[src/logic/motion_objects_pkg.sv]
// Package: object indices, subindices, field positions and reset values of the
// motion parameter object bank.
// Assumes: index/subindex addressing by a fieldbus object access engine.
package motion_objects_pkg;

  localparam logic [15:0] IDX_JERK_GROUP = 16'h60a4;
  localparam logic [15:0] IDX_POS_UNIT = 16'h60a8;
  localparam logic [15:0] IDX_VEL_UNIT = 16'h60a9;
  localparam logic [15:0] IDX_POS_OFFSET = 16'h60b0;
  localparam logic [15:0] IDX_SPEED_OFFSET = 16'h60b1;
  localparam logic [15:0] IDX_TORQUE_OFFSET = 16'h60b2;
  localparam logic [15:0] IDX_INTERP_RECORD = 16'h60c1;

  localparam logic [7:0] SUB_COUNT = 8'h00;
  localparam logic [7:0] SUB_FIRST = 8'h01;

  localparam logic [7:0] JERK_COUNT = 8'h04;
  localparam logic [7:0] INTERP_COUNT = 8'h01;
  localparam logic [31:0] JERK_RESET = 32'h000003e8;
  localparam logic [31:0] POS_UNIT_RESET = 32'hff410000;
  localparam logic [31:0] VEL_UNIT_RESET = 32'h00b44700;
  localparam logic [31:0] OFFSET32_RESET = 32'h00000000;
  localparam logic [15:0] TORQUE_OFFSET_RESET = 16'h0000;
  localparam logic [31:0] SETPOINT_RESET = 32'h00000000;

  // Writable bits of the unit words; reserved low bits stay zero
  localparam logic [31:0] POS_UNIT_MASK = 32'hffff0000;
  localparam logic [31:0] VEL_UNIT_MASK = 32'hffffff00;

  localparam int unsigned POS_UNIT_CODE_LSB = 16;
  localparam int unsigned POS_EXP_LSB = 24;
  localparam int unsigned VEL_TIME_CODE_LSB = 8;

  // Access answers
  typedef enum logic [1:0] {
    ANS_OK = 2'h0,
    ANS_NO_OBJECT = 2'h1,
    ANS_READ_ONLY = 2'h2,
    ANS_NOT_MAPPABLE = 2'h3
  } answer_t;

endpackage : motion_objects_pkg

[src/logic/jerk_limit.sv]
// One jerk limit entry: stored value, with zero turned into unlimited.
// Assumes: write strobe and data from the object bank on the same clock.
`timescale 1ns/100ps
module jerk_limit
  import motion_objects_pkg::*;
(
  input wire logic clk_sys,
  input wire logic sys_rst,
  input wire logic wrEn,
  input wire logic [31:0] wrData,
  output logic [31:0] value,
  output logic unlimited
);

  typedef struct packed {
    logic [31:0] value;
    logic unlimited;
  } state_t;

  state_t st_r;
  state_t st_nxt;

  always_comb begin
    st_nxt = st_r;
    if (wrEn) begin
      st_nxt.value = wrData;
      st_nxt.unlimited = (wrData == 32'h00000000);
    end
  end

  always_ff @(posedge clk_sys) begin
    if (sys_rst) begin
      st_r <= '{value: JERK_RESET, unlimited: 1'b0};
    end else begin
      st_r <= st_nxt;
    end
  end

  assign value = st_r.value;
  assign unlimited = st_r.unlimited;
endmodule : jerk_limit

[src/logic/setpoint_holder.sv]
// Interpolation set-point: written value waits, adopted at the sync instant.
// Assumes: syncPulse is a one-cycle pulse on clk_sys.
`timescale 1ns/100ps
module setpoint_holder
  import motion_objects_pkg::*;
(
  input wire logic clk_sys,
  input wire logic sys_rst,
  input wire logic wrEn,
  input wire logic [31:0] wrData,
  input wire logic syncPulse,
  output logic [31:0] pending,
  output logic [31:0] active
);

  typedef struct packed {
    logic [31:0] pending;
    logic [31:0] active;
  } state_t;

  state_t st_r;
  state_t st_nxt;

  always_comb begin
    st_nxt = st_r;
    if (wrEn) begin
      st_nxt.pending = wrData;
    end
    if (syncPulse) begin
      st_nxt.active = wrEn ? wrData : st_r.pending;
    end
  end

  always_ff @(posedge clk_sys) begin
    if (sys_rst) begin
      st_r <= '{pending: SETPOINT_RESET, active: SETPOINT_RESET};
    end else begin
      st_r <= st_nxt;
    end
  end

  assign pending = st_r.pending;
  assign active = st_r.active;
endmodule : setpoint_holder

[src/logic/motion_parameter_objects.sv]
// Motion parameter object bank: jerk limits, unit words, set-value offsets and
// the interpolation set-point, reached by object index and subindex.
// Assumes: a fieldbus object engine on clk_sys issues one-cycle read/write
// strobes (service data) and one-cycle process data writes for mapped objects.
// Operation
// - The jerk group reports a read-only count of four entries.
// - Jerk entry one holds the starting acceleration jerk, reset 1000, writable.
// - Jerk entry two holds the starting braking jerk, reset 1000.
// - Jerk entry three holds the final acceleration jerk, reset 1000.
// - Jerk entry four holds the final braking jerk, reset 1000.
// - The position unit word has its unit in bits 16-23, exponent in 24-31, low bits zero.
// - The velocity unit word has time unit 8-15, position unit 16-23, exponent 24-31.
// - A signed 32-bit position offset, reset zero, is added to the position set value.
// - A signed 32-bit speed offset, reset zero, is added to the speed set value.
// - A signed 16-bit torque offset in tenths of a percent, reset zero.
// - The three offsets take process data writes; jerk entries refuse them.
// - The interpolation record counts one signed 32-bit set-point, writable and mappable.
// - A new set-point takes effect only at the next synchronisation instant.
// - A jerk of zero means unlimited jerk.
`timescale 1ns/100ps
module motion_parameter_objects
  import motion_objects_pkg::*;
(
  input wire logic clk_sys,
  input wire logic sys_rst,
  input wire logic objRead,
  input wire logic objWrite,
  input wire logic [15:0] objIndex,
  input wire logic [7:0] objSubindex,
  input wire logic [31:0] objWrData,
  input wire logic pdoWrite,
  input wire logic [15:0] pdoIndex,
  input wire logic [7:0] pdoSubindex,
  input wire logic [31:0] pdoWrData,
  input wire logic syncPulse,
  input wire logic [31:0] positionSet,
  input wire logic [31:0] speedSet,
  input wire logic [15:0] torqueSet,
  output logic objAck,
  output logic [31:0] objRdData,
  output logic [1:0] objAnswer,
  output logic pdoAck,
  output logic [1:0] pdoAnswer,
  output logic [31:0] jerkAccelStart,
  output logic [31:0] jerkBrakeStart,
  output logic [31:0] jerkAccelEnd,
  output logic [31:0] jerkBrakeEnd,
  output logic [3:0] jerkUnlimited,
  output logic [7:0] posUnitCode,
  output logic [7:0] posExponent,
  output logic [7:0] velTimeCode,
  output logic [7:0] velPosCode,
  output logic [7:0] velExponent,
  output logic [31:0] positionDemand,
  output logic [31:0] speedDemand,
  output logic [15:0] torqueDemand,
  output logic [31:0] interpDemand
);

  typedef struct packed {
    logic [31:0] posUnit;
    logic [31:0] velUnit;
    logic [31:0] posOffset;
    logic [31:0] speedOffset;
    logic [15:0] torqueOffset;
    logic ack;
    logic [31:0] rdData;
    logic [1:0] answer;
    logic pAck;
    logic [1:0] pAnswer;
    logic [31:0] posDemand;
    logic [31:0] spdDemand;
    logic [15:0] trqDemand;
    logic [31:0] ipDemand;
    logic [3:0] jerkUnl;
    logic [31:0] jerk0;
    logic [31:0] jerk1;
    logic [31:0] jerk2;
    logic [31:0] jerk3;
  } state_t;

  state_t st_r;
  state_t st_nxt;

  logic [31:0] jerkVal [4];
  logic [3:0] jerkUnl;
  logic [3:0] jerkWr;
  logic spWrSdo;
  logic spWrPdo;
  logic [31:0] spPending;
  logic [31:0] spActive;
  logic [31:0] posSum;
  logic [31:0] spdSum;
  logic [15:0] trqSum;

  // Service data write to a jerk entry, subindex 1..4
  always_comb begin
    for (int i = 0; i < 4; i++) begin
      jerkWr[i] = objWrite && (objIndex == IDX_JERK_GROUP)
        && (objSubindex == 8'(i + 1));
    end
  end

  genvar g;
  generate
    for (g = 0; g < 4; g++) begin : gJerk
      jerk_limit uJerk (
        .clk_sys(clk_sys),
        .sys_rst(sys_rst),
        .wrEn(jerkWr[g]),
        .wrData(objWrData),
        .value(jerkVal[g]),
        .unlimited(jerkUnl[g])
      );
    end
  endgenerate

  assign spWrSdo = objWrite && (objIndex == IDX_INTERP_RECORD) && (objSubindex == SUB_FIRST);
  assign spWrPdo = pdoWrite && (pdoIndex == IDX_INTERP_RECORD) && (pdoSubindex == SUB_FIRST);

  setpoint_holder uSetpoint (
    .clk_sys(clk_sys),
    .sys_rst(sys_rst),
    .wrEn(spWrSdo || spWrPdo),
    .wrData(spWrPdo ? pdoWrData : objWrData),
    .syncPulse(syncPulse),
    .pending(spPending),
    .active(spActive)
  );

  assign posSum = positionSet + st_r.posOffset;
  assign spdSum = speedSet + st_r.speedOffset;
  assign trqSum = torqueSet + st_r.torqueOffset;

  always_comb begin
    st_nxt = st_r;
    st_nxt.ack = 1'b0;
    st_nxt.pAck = 1'b0;
    st_nxt.posDemand = posSum;
    st_nxt.spdDemand = spdSum;
    st_nxt.trqDemand = trqSum;
    st_nxt.ipDemand = spActive;
    st_nxt.jerkUnl = jerkUnl;
    st_nxt.jerk0 = jerkVal[0];
    st_nxt.jerk1 = jerkVal[1];
    st_nxt.jerk2 = jerkVal[2];
    st_nxt.jerk3 = jerkVal[3];

    if (objRead || objWrite) begin
      st_nxt.ack = 1'b1;
      st_nxt.answer = ANS_OK;
      st_nxt.rdData = 32'h00000000;
      case (objIndex)
        IDX_JERK_GROUP: begin
          if (objSubindex == SUB_COUNT) begin
            st_nxt.rdData = {24'h000000, JERK_COUNT};
            if (objWrite) begin
              st_nxt.answer = ANS_READ_ONLY;
            end
          end else if (objSubindex >= 8'h01 && objSubindex <= JERK_COUNT) begin
            st_nxt.rdData = jerkVal[objSubindex[1:0] - 2'h1];
          end else begin
            st_nxt.answer = ANS_NO_OBJECT;
          end
        end
        IDX_POS_UNIT: begin
          st_nxt.rdData = st_r.posUnit;
          if (objWrite) begin
            st_nxt.posUnit = objWrData & POS_UNIT_MASK;
          end
        end
        IDX_VEL_UNIT: begin
          st_nxt.rdData = st_r.velUnit;
          if (objWrite) begin
            st_nxt.velUnit = objWrData & VEL_UNIT_MASK;
          end
        end
        IDX_POS_OFFSET: begin
          st_nxt.rdData = st_r.posOffset;
          if (objWrite) begin
            st_nxt.posOffset = objWrData;
          end
        end
        IDX_SPEED_OFFSET: begin
          st_nxt.rdData = st_r.speedOffset;
          if (objWrite) begin
            st_nxt.speedOffset = objWrData;
          end
        end
        IDX_TORQUE_OFFSET: begin
          st_nxt.rdData = {{16{st_r.torqueOffset[15]}}, st_r.torqueOffset};
          if (objWrite) begin
            st_nxt.torqueOffset = objWrData[15:0];
          end
        end
        IDX_INTERP_RECORD: begin
          if (objSubindex == SUB_COUNT) begin
            st_nxt.rdData = {24'h000000, INTERP_COUNT};
            if (objWrite) begin
              st_nxt.answer = ANS_READ_ONLY;
            end
          end else if (objSubindex == SUB_FIRST) begin
            st_nxt.rdData = spPending;
          end else begin
            st_nxt.answer = ANS_NO_OBJECT;
          end
        end
        default: begin
          st_nxt.answer = ANS_NO_OBJECT;
        end
      endcase
    end

    if (pdoWrite) begin
      st_nxt.pAck = 1'b1;
      st_nxt.pAnswer = ANS_OK;
      case (pdoIndex)
        IDX_POS_OFFSET: begin
          st_nxt.posOffset = pdoWrData;
        end
        IDX_SPEED_OFFSET: begin
          st_nxt.speedOffset = pdoWrData;
        end
        IDX_TORQUE_OFFSET: begin
          st_nxt.torqueOffset = pdoWrData[15:0];
        end
        IDX_INTERP_RECORD: begin
          if (pdoSubindex != SUB_FIRST) begin
            st_nxt.pAnswer = ANS_NOT_MAPPABLE;
          end
        end
        IDX_JERK_GROUP, IDX_POS_UNIT, IDX_VEL_UNIT: begin
          st_nxt.pAnswer = ANS_NOT_MAPPABLE;
        end
        default: begin
          st_nxt.pAnswer = ANS_NO_OBJECT;
        end
      endcase
    end
  end

  always_ff @(posedge clk_sys) begin
    if (sys_rst) begin
      st_r <= '{
        posUnit: POS_UNIT_RESET,
        velUnit: VEL_UNIT_RESET,
        posOffset: OFFSET32_RESET,
        speedOffset: OFFSET32_RESET,
        torqueOffset: TORQUE_OFFSET_RESET,
        ack: 1'b0,
        rdData: 32'h00000000,
        answer: ANS_OK,
        pAck: 1'b0,
        pAnswer: ANS_OK,
        posDemand: 32'h00000000,
        spdDemand: 32'h00000000,
        trqDemand: 16'h0000,
        ipDemand: SETPOINT_RESET,
        jerkUnl: 4'h0,
        jerk0: JERK_RESET,
        jerk1: JERK_RESET,
        jerk2: JERK_RESET,
        jerk3: JERK_RESET
      };
    end else begin
      st_r <= st_nxt;
    end
  end

  assign objAck = st_r.ack;
  assign objRdData = st_r.rdData;
  assign objAnswer = st_r.answer;
  assign pdoAck = st_r.pAck;
  assign pdoAnswer = st_r.pAnswer;
  assign jerkAccelStart = st_r.jerk0;
  assign jerkBrakeStart = st_r.jerk1;
  assign jerkAccelEnd = st_r.jerk2;
  assign jerkBrakeEnd = st_r.jerk3;
  assign jerkUnlimited = st_r.jerkUnl;
  assign posUnitCode = st_r.posUnit[POS_UNIT_CODE_LSB +: 8];
  assign posExponent = st_r.posUnit[POS_EXP_LSB +: 8];
  assign velTimeCode = st_r.velUnit[VEL_TIME_CODE_LSB +: 8];
  assign velPosCode = st_r.velUnit[POS_UNIT_CODE_LSB +: 8];
  assign velExponent = st_r.velUnit[POS_EXP_LSB +: 8];
  assign positionDemand = st_r.posDemand;
  assign speedDemand = st_r.spdDemand;
  assign torqueDemand = st_r.trqDemand;
  assign interpDemand = st_r.ipDemand;
endmodule : motion_parameter_objects

[config.mk]
export PLATFORM = sky130hd
export DESIGN_NAME = motion_parameter_objects
export DESIGN_NICKNAME = d
export VERILOG_FILES = /design/src/logic/motion_objects_pkg.sv /design/src/logic/jerk_limit.sv /design/src/logic/setpoint_holder.sv /design/src/logic/motion_parameter_objects.sv
export SDC_FILE = /design/constraint.sdc
export NUM_CORES = 1
export LEC_CHECK = 0
export BUFFER_PORTS_ARGS = -buffer_cell sky130_fd_sc_hd__buf_2
export CORE_MARGIN = 4
export CORE_UTILIZATION = 55
export DETAILED_ROUTE_END_ITERATION = 8
export GPL_TIMING_DRIVEN = 0
export PLACE_DENSITY = 0.85
export SLEW_MARGIN = 0
export SYNTH_ARGS = -nofsm -noshare
export SYNTH_HDL_FRONTEND = slang
export SYNTH_HIERARCHICAL = 1
export SYNTH_SLANG_ARGS = --single-unit
[constraint.sdc]
create_clock -name clk_sys -period 3.94 [get_ports clk_sys]
set_input_delay 0.788 -clock clk_sys [delete_from_list [all_inputs] [get_ports clk_sys]]
set_output_delay 0.788 -clock clk_sys [all_outputs]
set_load 0.02 [all_outputs]
==> flow_metrics.env <==
export IMPL_status="finished, violations left"
export IMPL_violations="design-rule violations"
export IMPL_fmax_mhz=279
export IMPL_syn_inst=3143
export IMPL_area_delta_synth_final_pct=20.1
export IMPL_min_path_type="reg2reg"
export IMPL_core_area_um2=51600
export IMPL_synth_seq_cells=598
export IMPL_crit_top_cell="buf_2"
export IMPL_wl_per_cell_um=23.6
export IMPL_antenna_found_initial=24
export IMPL_setup_viol=0
export IMPL_ys_warn_count=6
export IMPL_grt_max_degree=18
export IMPL_yosys_top_cells_area="dfxtp_1 (42%), buf_4 (8.5%), mux2i_1 (5.1%), nor2_1 (4.8%), nor2b_1 (4.1%)"
export IMPL_rsz0062_at_grt="no"
export IMPL_antenna_left=0
export IMPL_fillers=4217
export IMPL_final_layout_size_suffix_gt1_frac=0.299
export IMPL_synth_most_common_cell="dfxtp_1"
export IMPL_timing_critical_path_buf_inv=5
export IMPL_synth_nets=3425
export IMPL_drc=1
export IMPL_ir_worst_vdd_uv=348
export IMPL_seqPwrFrac=0.448
export IMPL_finalCritPeriodShare=0.909
export IMPL_synth_top_area_frac=0.415
export IMPL_die_h_um=237
export IMPL_hold_violations=0
export IMPL_criticalPathCategory="in2reg"
export IMPL_slew_headroom=0.0923
export IMPL_period_needed_ns=3.58
export IMPL_power_density_nw_per_um2=397
export IMPL_clkLatencyLatePin_ns=0.65
export IMPL_clock_sinks=598
export IMPL_synth_largest_area_cell="dfxtp_1"
export IMPL_dp_hpwl_mm=80.7
export IMPL_cts_buffers_inserted=61
export IMPL_tns_ns=0
export IMPL_synth_area_um2=28800
export IMPL_slew_violations=0
export IMPL_ys_async_sr_fraction=0
export IMPL_clockRootBuffer="clkbuf_16"
export IMPL_path_max_fanout=10
export IMPL_overflow=0
export IMPL_p_sw_frac=0.241
export IMPL_dr_pass1_iters=9
export IMPL_dieArea_um2=56100
export IMPL_grt_pass1_wl_mm=153
export IMPL_grt_pass1_vias=24900
export IMPL_ys_seq_area_frac=0.415
export IMPL_clkPwrFrac=0.479
export IMPL_final_core_util=0.671
export IMPL_worst_pin_slew_ns=1.35
export IMPL_port_buffers=517
export IMPL_crit_required_ns=4.45
export IMPL_maxCapViolCount=0
export IMPL_wl_mm=105
export IMPL_internal_power_mw=10.4
export IMPL_p_switching_mw=3.30
export IMPL_power_frac_comb=0.073
export IMPL_finish_net_count=4005
export IMPL_synth_ff_type="dfxtp_1"
export IMPL_clockBufferDepth=3
export IMPL_power_leakage_nw=14.8
export IMPL_synth_avg_cell_area_um2=9.17
export IMPL_htreeDepth=2
export IMPL_synthTopCellsByCount="dfxtp_1 (598), nor2_1 (365), buf_4 (325)"
export IMPL_cp_start_kind="primary input"
export IMPL_viasPerCell=5.88
export IMPL_place_congestion=0.990
export IMPL_crit_family="buffers and inverters"
export IMPL_start_util=0.558
export IMPL_rows=83
export IMPL_die_w_um=237
export IMPL_critPathMaxStageDelay_ns=0.73
export IMPL_cp_slowest_cell="clkdlybuf4s15_1"
export IMPL_ioPinCount=520
export IMPL_num_vias=26300
export IMPL_drt_iter0_drc=3400
export IMPL_arrival_ns=4.09
export IMPL_finalPower_mw=13.7
export IMPL_cp_end_kind="flip-flop"
export IMPL_cts_tree="yes"
export IMPL_stdcell_count=4473
export IMPL_crit_chain="buf_2 > buf_2 > clkbuf_2 > inv_1 > ha_1 > clkdlybuf4s15_1 > mux4_2 > a222oi_1 > o21ai_0"
export IMPL_post_cts_buffers=0
export IMPL_grt_util_all_layers=0.354
export IMPL_synth_cell_types=89
export IMPL_skew_ns=0.0283
export IMPL_dp_cells=4340
export IMPL_synth_edf_count=0
export IMPL_clk_pin_slew_ns=0.06
[cell usage in the layout (no fill, tap or decap), types with 30 or more instances in the layout]
cell | Yosys | final
mux4_2 | 32 | 32
nand2_1 | 262 | 262
nand3_1 | 109 | 109
a21oi_1 | 97 | 97
o21ai_1 | 40 | 40
a22oi_1 | 64 | 64
clkbuf_16 | 0 | 62
a211oi_1 | 39 | 39
nor2_1 | 365 | 365
o21ai_0 | 48 | 48
nor2b_1 | 190 | 190
buf_4 | 325 | 325
a311oi_1 | 81 | 81
buf_2 | 46 | 563
mux2_2 | 37 | 37
nor4_1 | 30 | 30
clkbuf_1 | 129 | 136
a21o_1 | 33 | 33
mux2i_1 | 146 | 146
ha_1 | 81 | 81
dfxtp_1 | 598 | 598
[cell families (layout without fill, tap and decap cells)]
group                      Yosys count  in the layout  share of synthesized area
DFF                                598            598                      0.415
adders and majority gates           85             85                     0.0376
AOI/OAI and AO/OA                  533            533                      0.134
other                                0             19                          0
buffers and inverters              537           1168                      0.117
muxes                              218            218                     0.0914
xor gates and xnor gates            55             55                     0.0167
and+or+nand+nor                   1117           1117                      0.188
[flip-flops by register name (all words and copies together) (netlist names)]
signal and count:
interpDemand 32, pdoAnswer 2, posUnitCode 8, jerkBrakeEnd 32, objRdData 32, positionDemand 32, pdoAck 1, objAck 1
objAnswer 2, uSetpoint/active 32, uSetpoint/pending 32, velTimeCode 8, posExponent 8, jerkAccelStart 32, velPosCode 8, gJerk.uJerk/unlimited 4
gJerk.uJerk/value 128, velExponent 8, jerkBrakeStart 32, jerkUnlimited 4, jerkAccelEnd 32, speedDemand 32, st_r 80, torqueDemand 16
[area by class of cell]
type / instances / area [um^2] / area share
antenna: 19 / 47.5 / 0.00137
buffer: 512 / 3290 / 0.0950
tap: 680 / 851 / 0.0246
sequential: 598 / 12000 / 0.346
clock buffer: 81 / 1730 / 0.0501
inverter: 25 / 93.8 / 0.00271
clock inverter: 33 / 569 / 0.0164
timing repair buffer: 517 / 2590 / 0.0748
multi-input combinational: 2008 / 13500 / 0.389
[power groups by stage]
stage | Sequential, mW | Clock (mW) | Combinational [mW]
floorplan | 6.27 | 0 | 0.513
global placement | 6.28 | 0 | 0.962
detailed placement | 6.28 | 0 | 0.971
CTS | 6.14 | 6.59 | 0.977
global route | 6.15 | 6.84 | 1.05
finish | 6.14 | 6.57 | 1.01
[worst paths after layout]
check / startpoint / endpoint / slack, ns / depth (start not counted)
worst max-delay path: objSubindex[0] / objRdData[0] / 0.36 / 9
worst min-delay path: gJerk[2].uJerk/unlimited / gJerk[2].uJerk/unlimited / 0.45 / 2
worst max register to register: st_r[330] / positionDemand[30] / 0.44 / 10
worst min register to register: gJerk[2].uJerk/unlimited / gJerk[2].uJerk/unlimited / 0.45 / 2
[stage by stage]
| stage | setup WS [ns] | instance area [um^2] | hold WS [ns] |
|---|---|---|---|
| global route | 0.356 | 34600 | 0.466 |
| CTS | 0.226 | 34600 | 0.443 |
| global placement | -0.363 | 32300 | 0.434 |
| detailed placement | -0.453 | 32300 | 0.433 |
| floorplan | 0.675 | 28800 | 0.421 |
| finish | 0.358 | 34600 | 0.447 |
[worst register-to-register path, cell delays in order, from the launching register on]
cell and delay (ns):
dfxtp_1 0.38, ha_1 0.25, fa_1 0.41, a21oi_1 0.16, nor2b_1 0.09, a311oi_1 0.62, nor4_1 0.30, nor2_1 0.32
o21ai_1 0.17, a211oi_1 0.35, mux2_2 0.38
[per-layer routing]
metal | GRT usage | vias up | wire length, um
li1 | - | 11900 | -
met1 | 0.457 | 12300 | 40600
met2 | 0.542 | 1709 | 46300
met3 | 0.0851 | 373 | 11800
met4 | 0.204 | 12 | 6510
met5 | 0 | - | 74
[what timing repair did]
action                     in CTS  in global routing
setup endpoints to repair       0                  1
resized for setup               0                  4
hold buffers                    0                  0
Note: power is estimated with default switching activity, not from simulation.
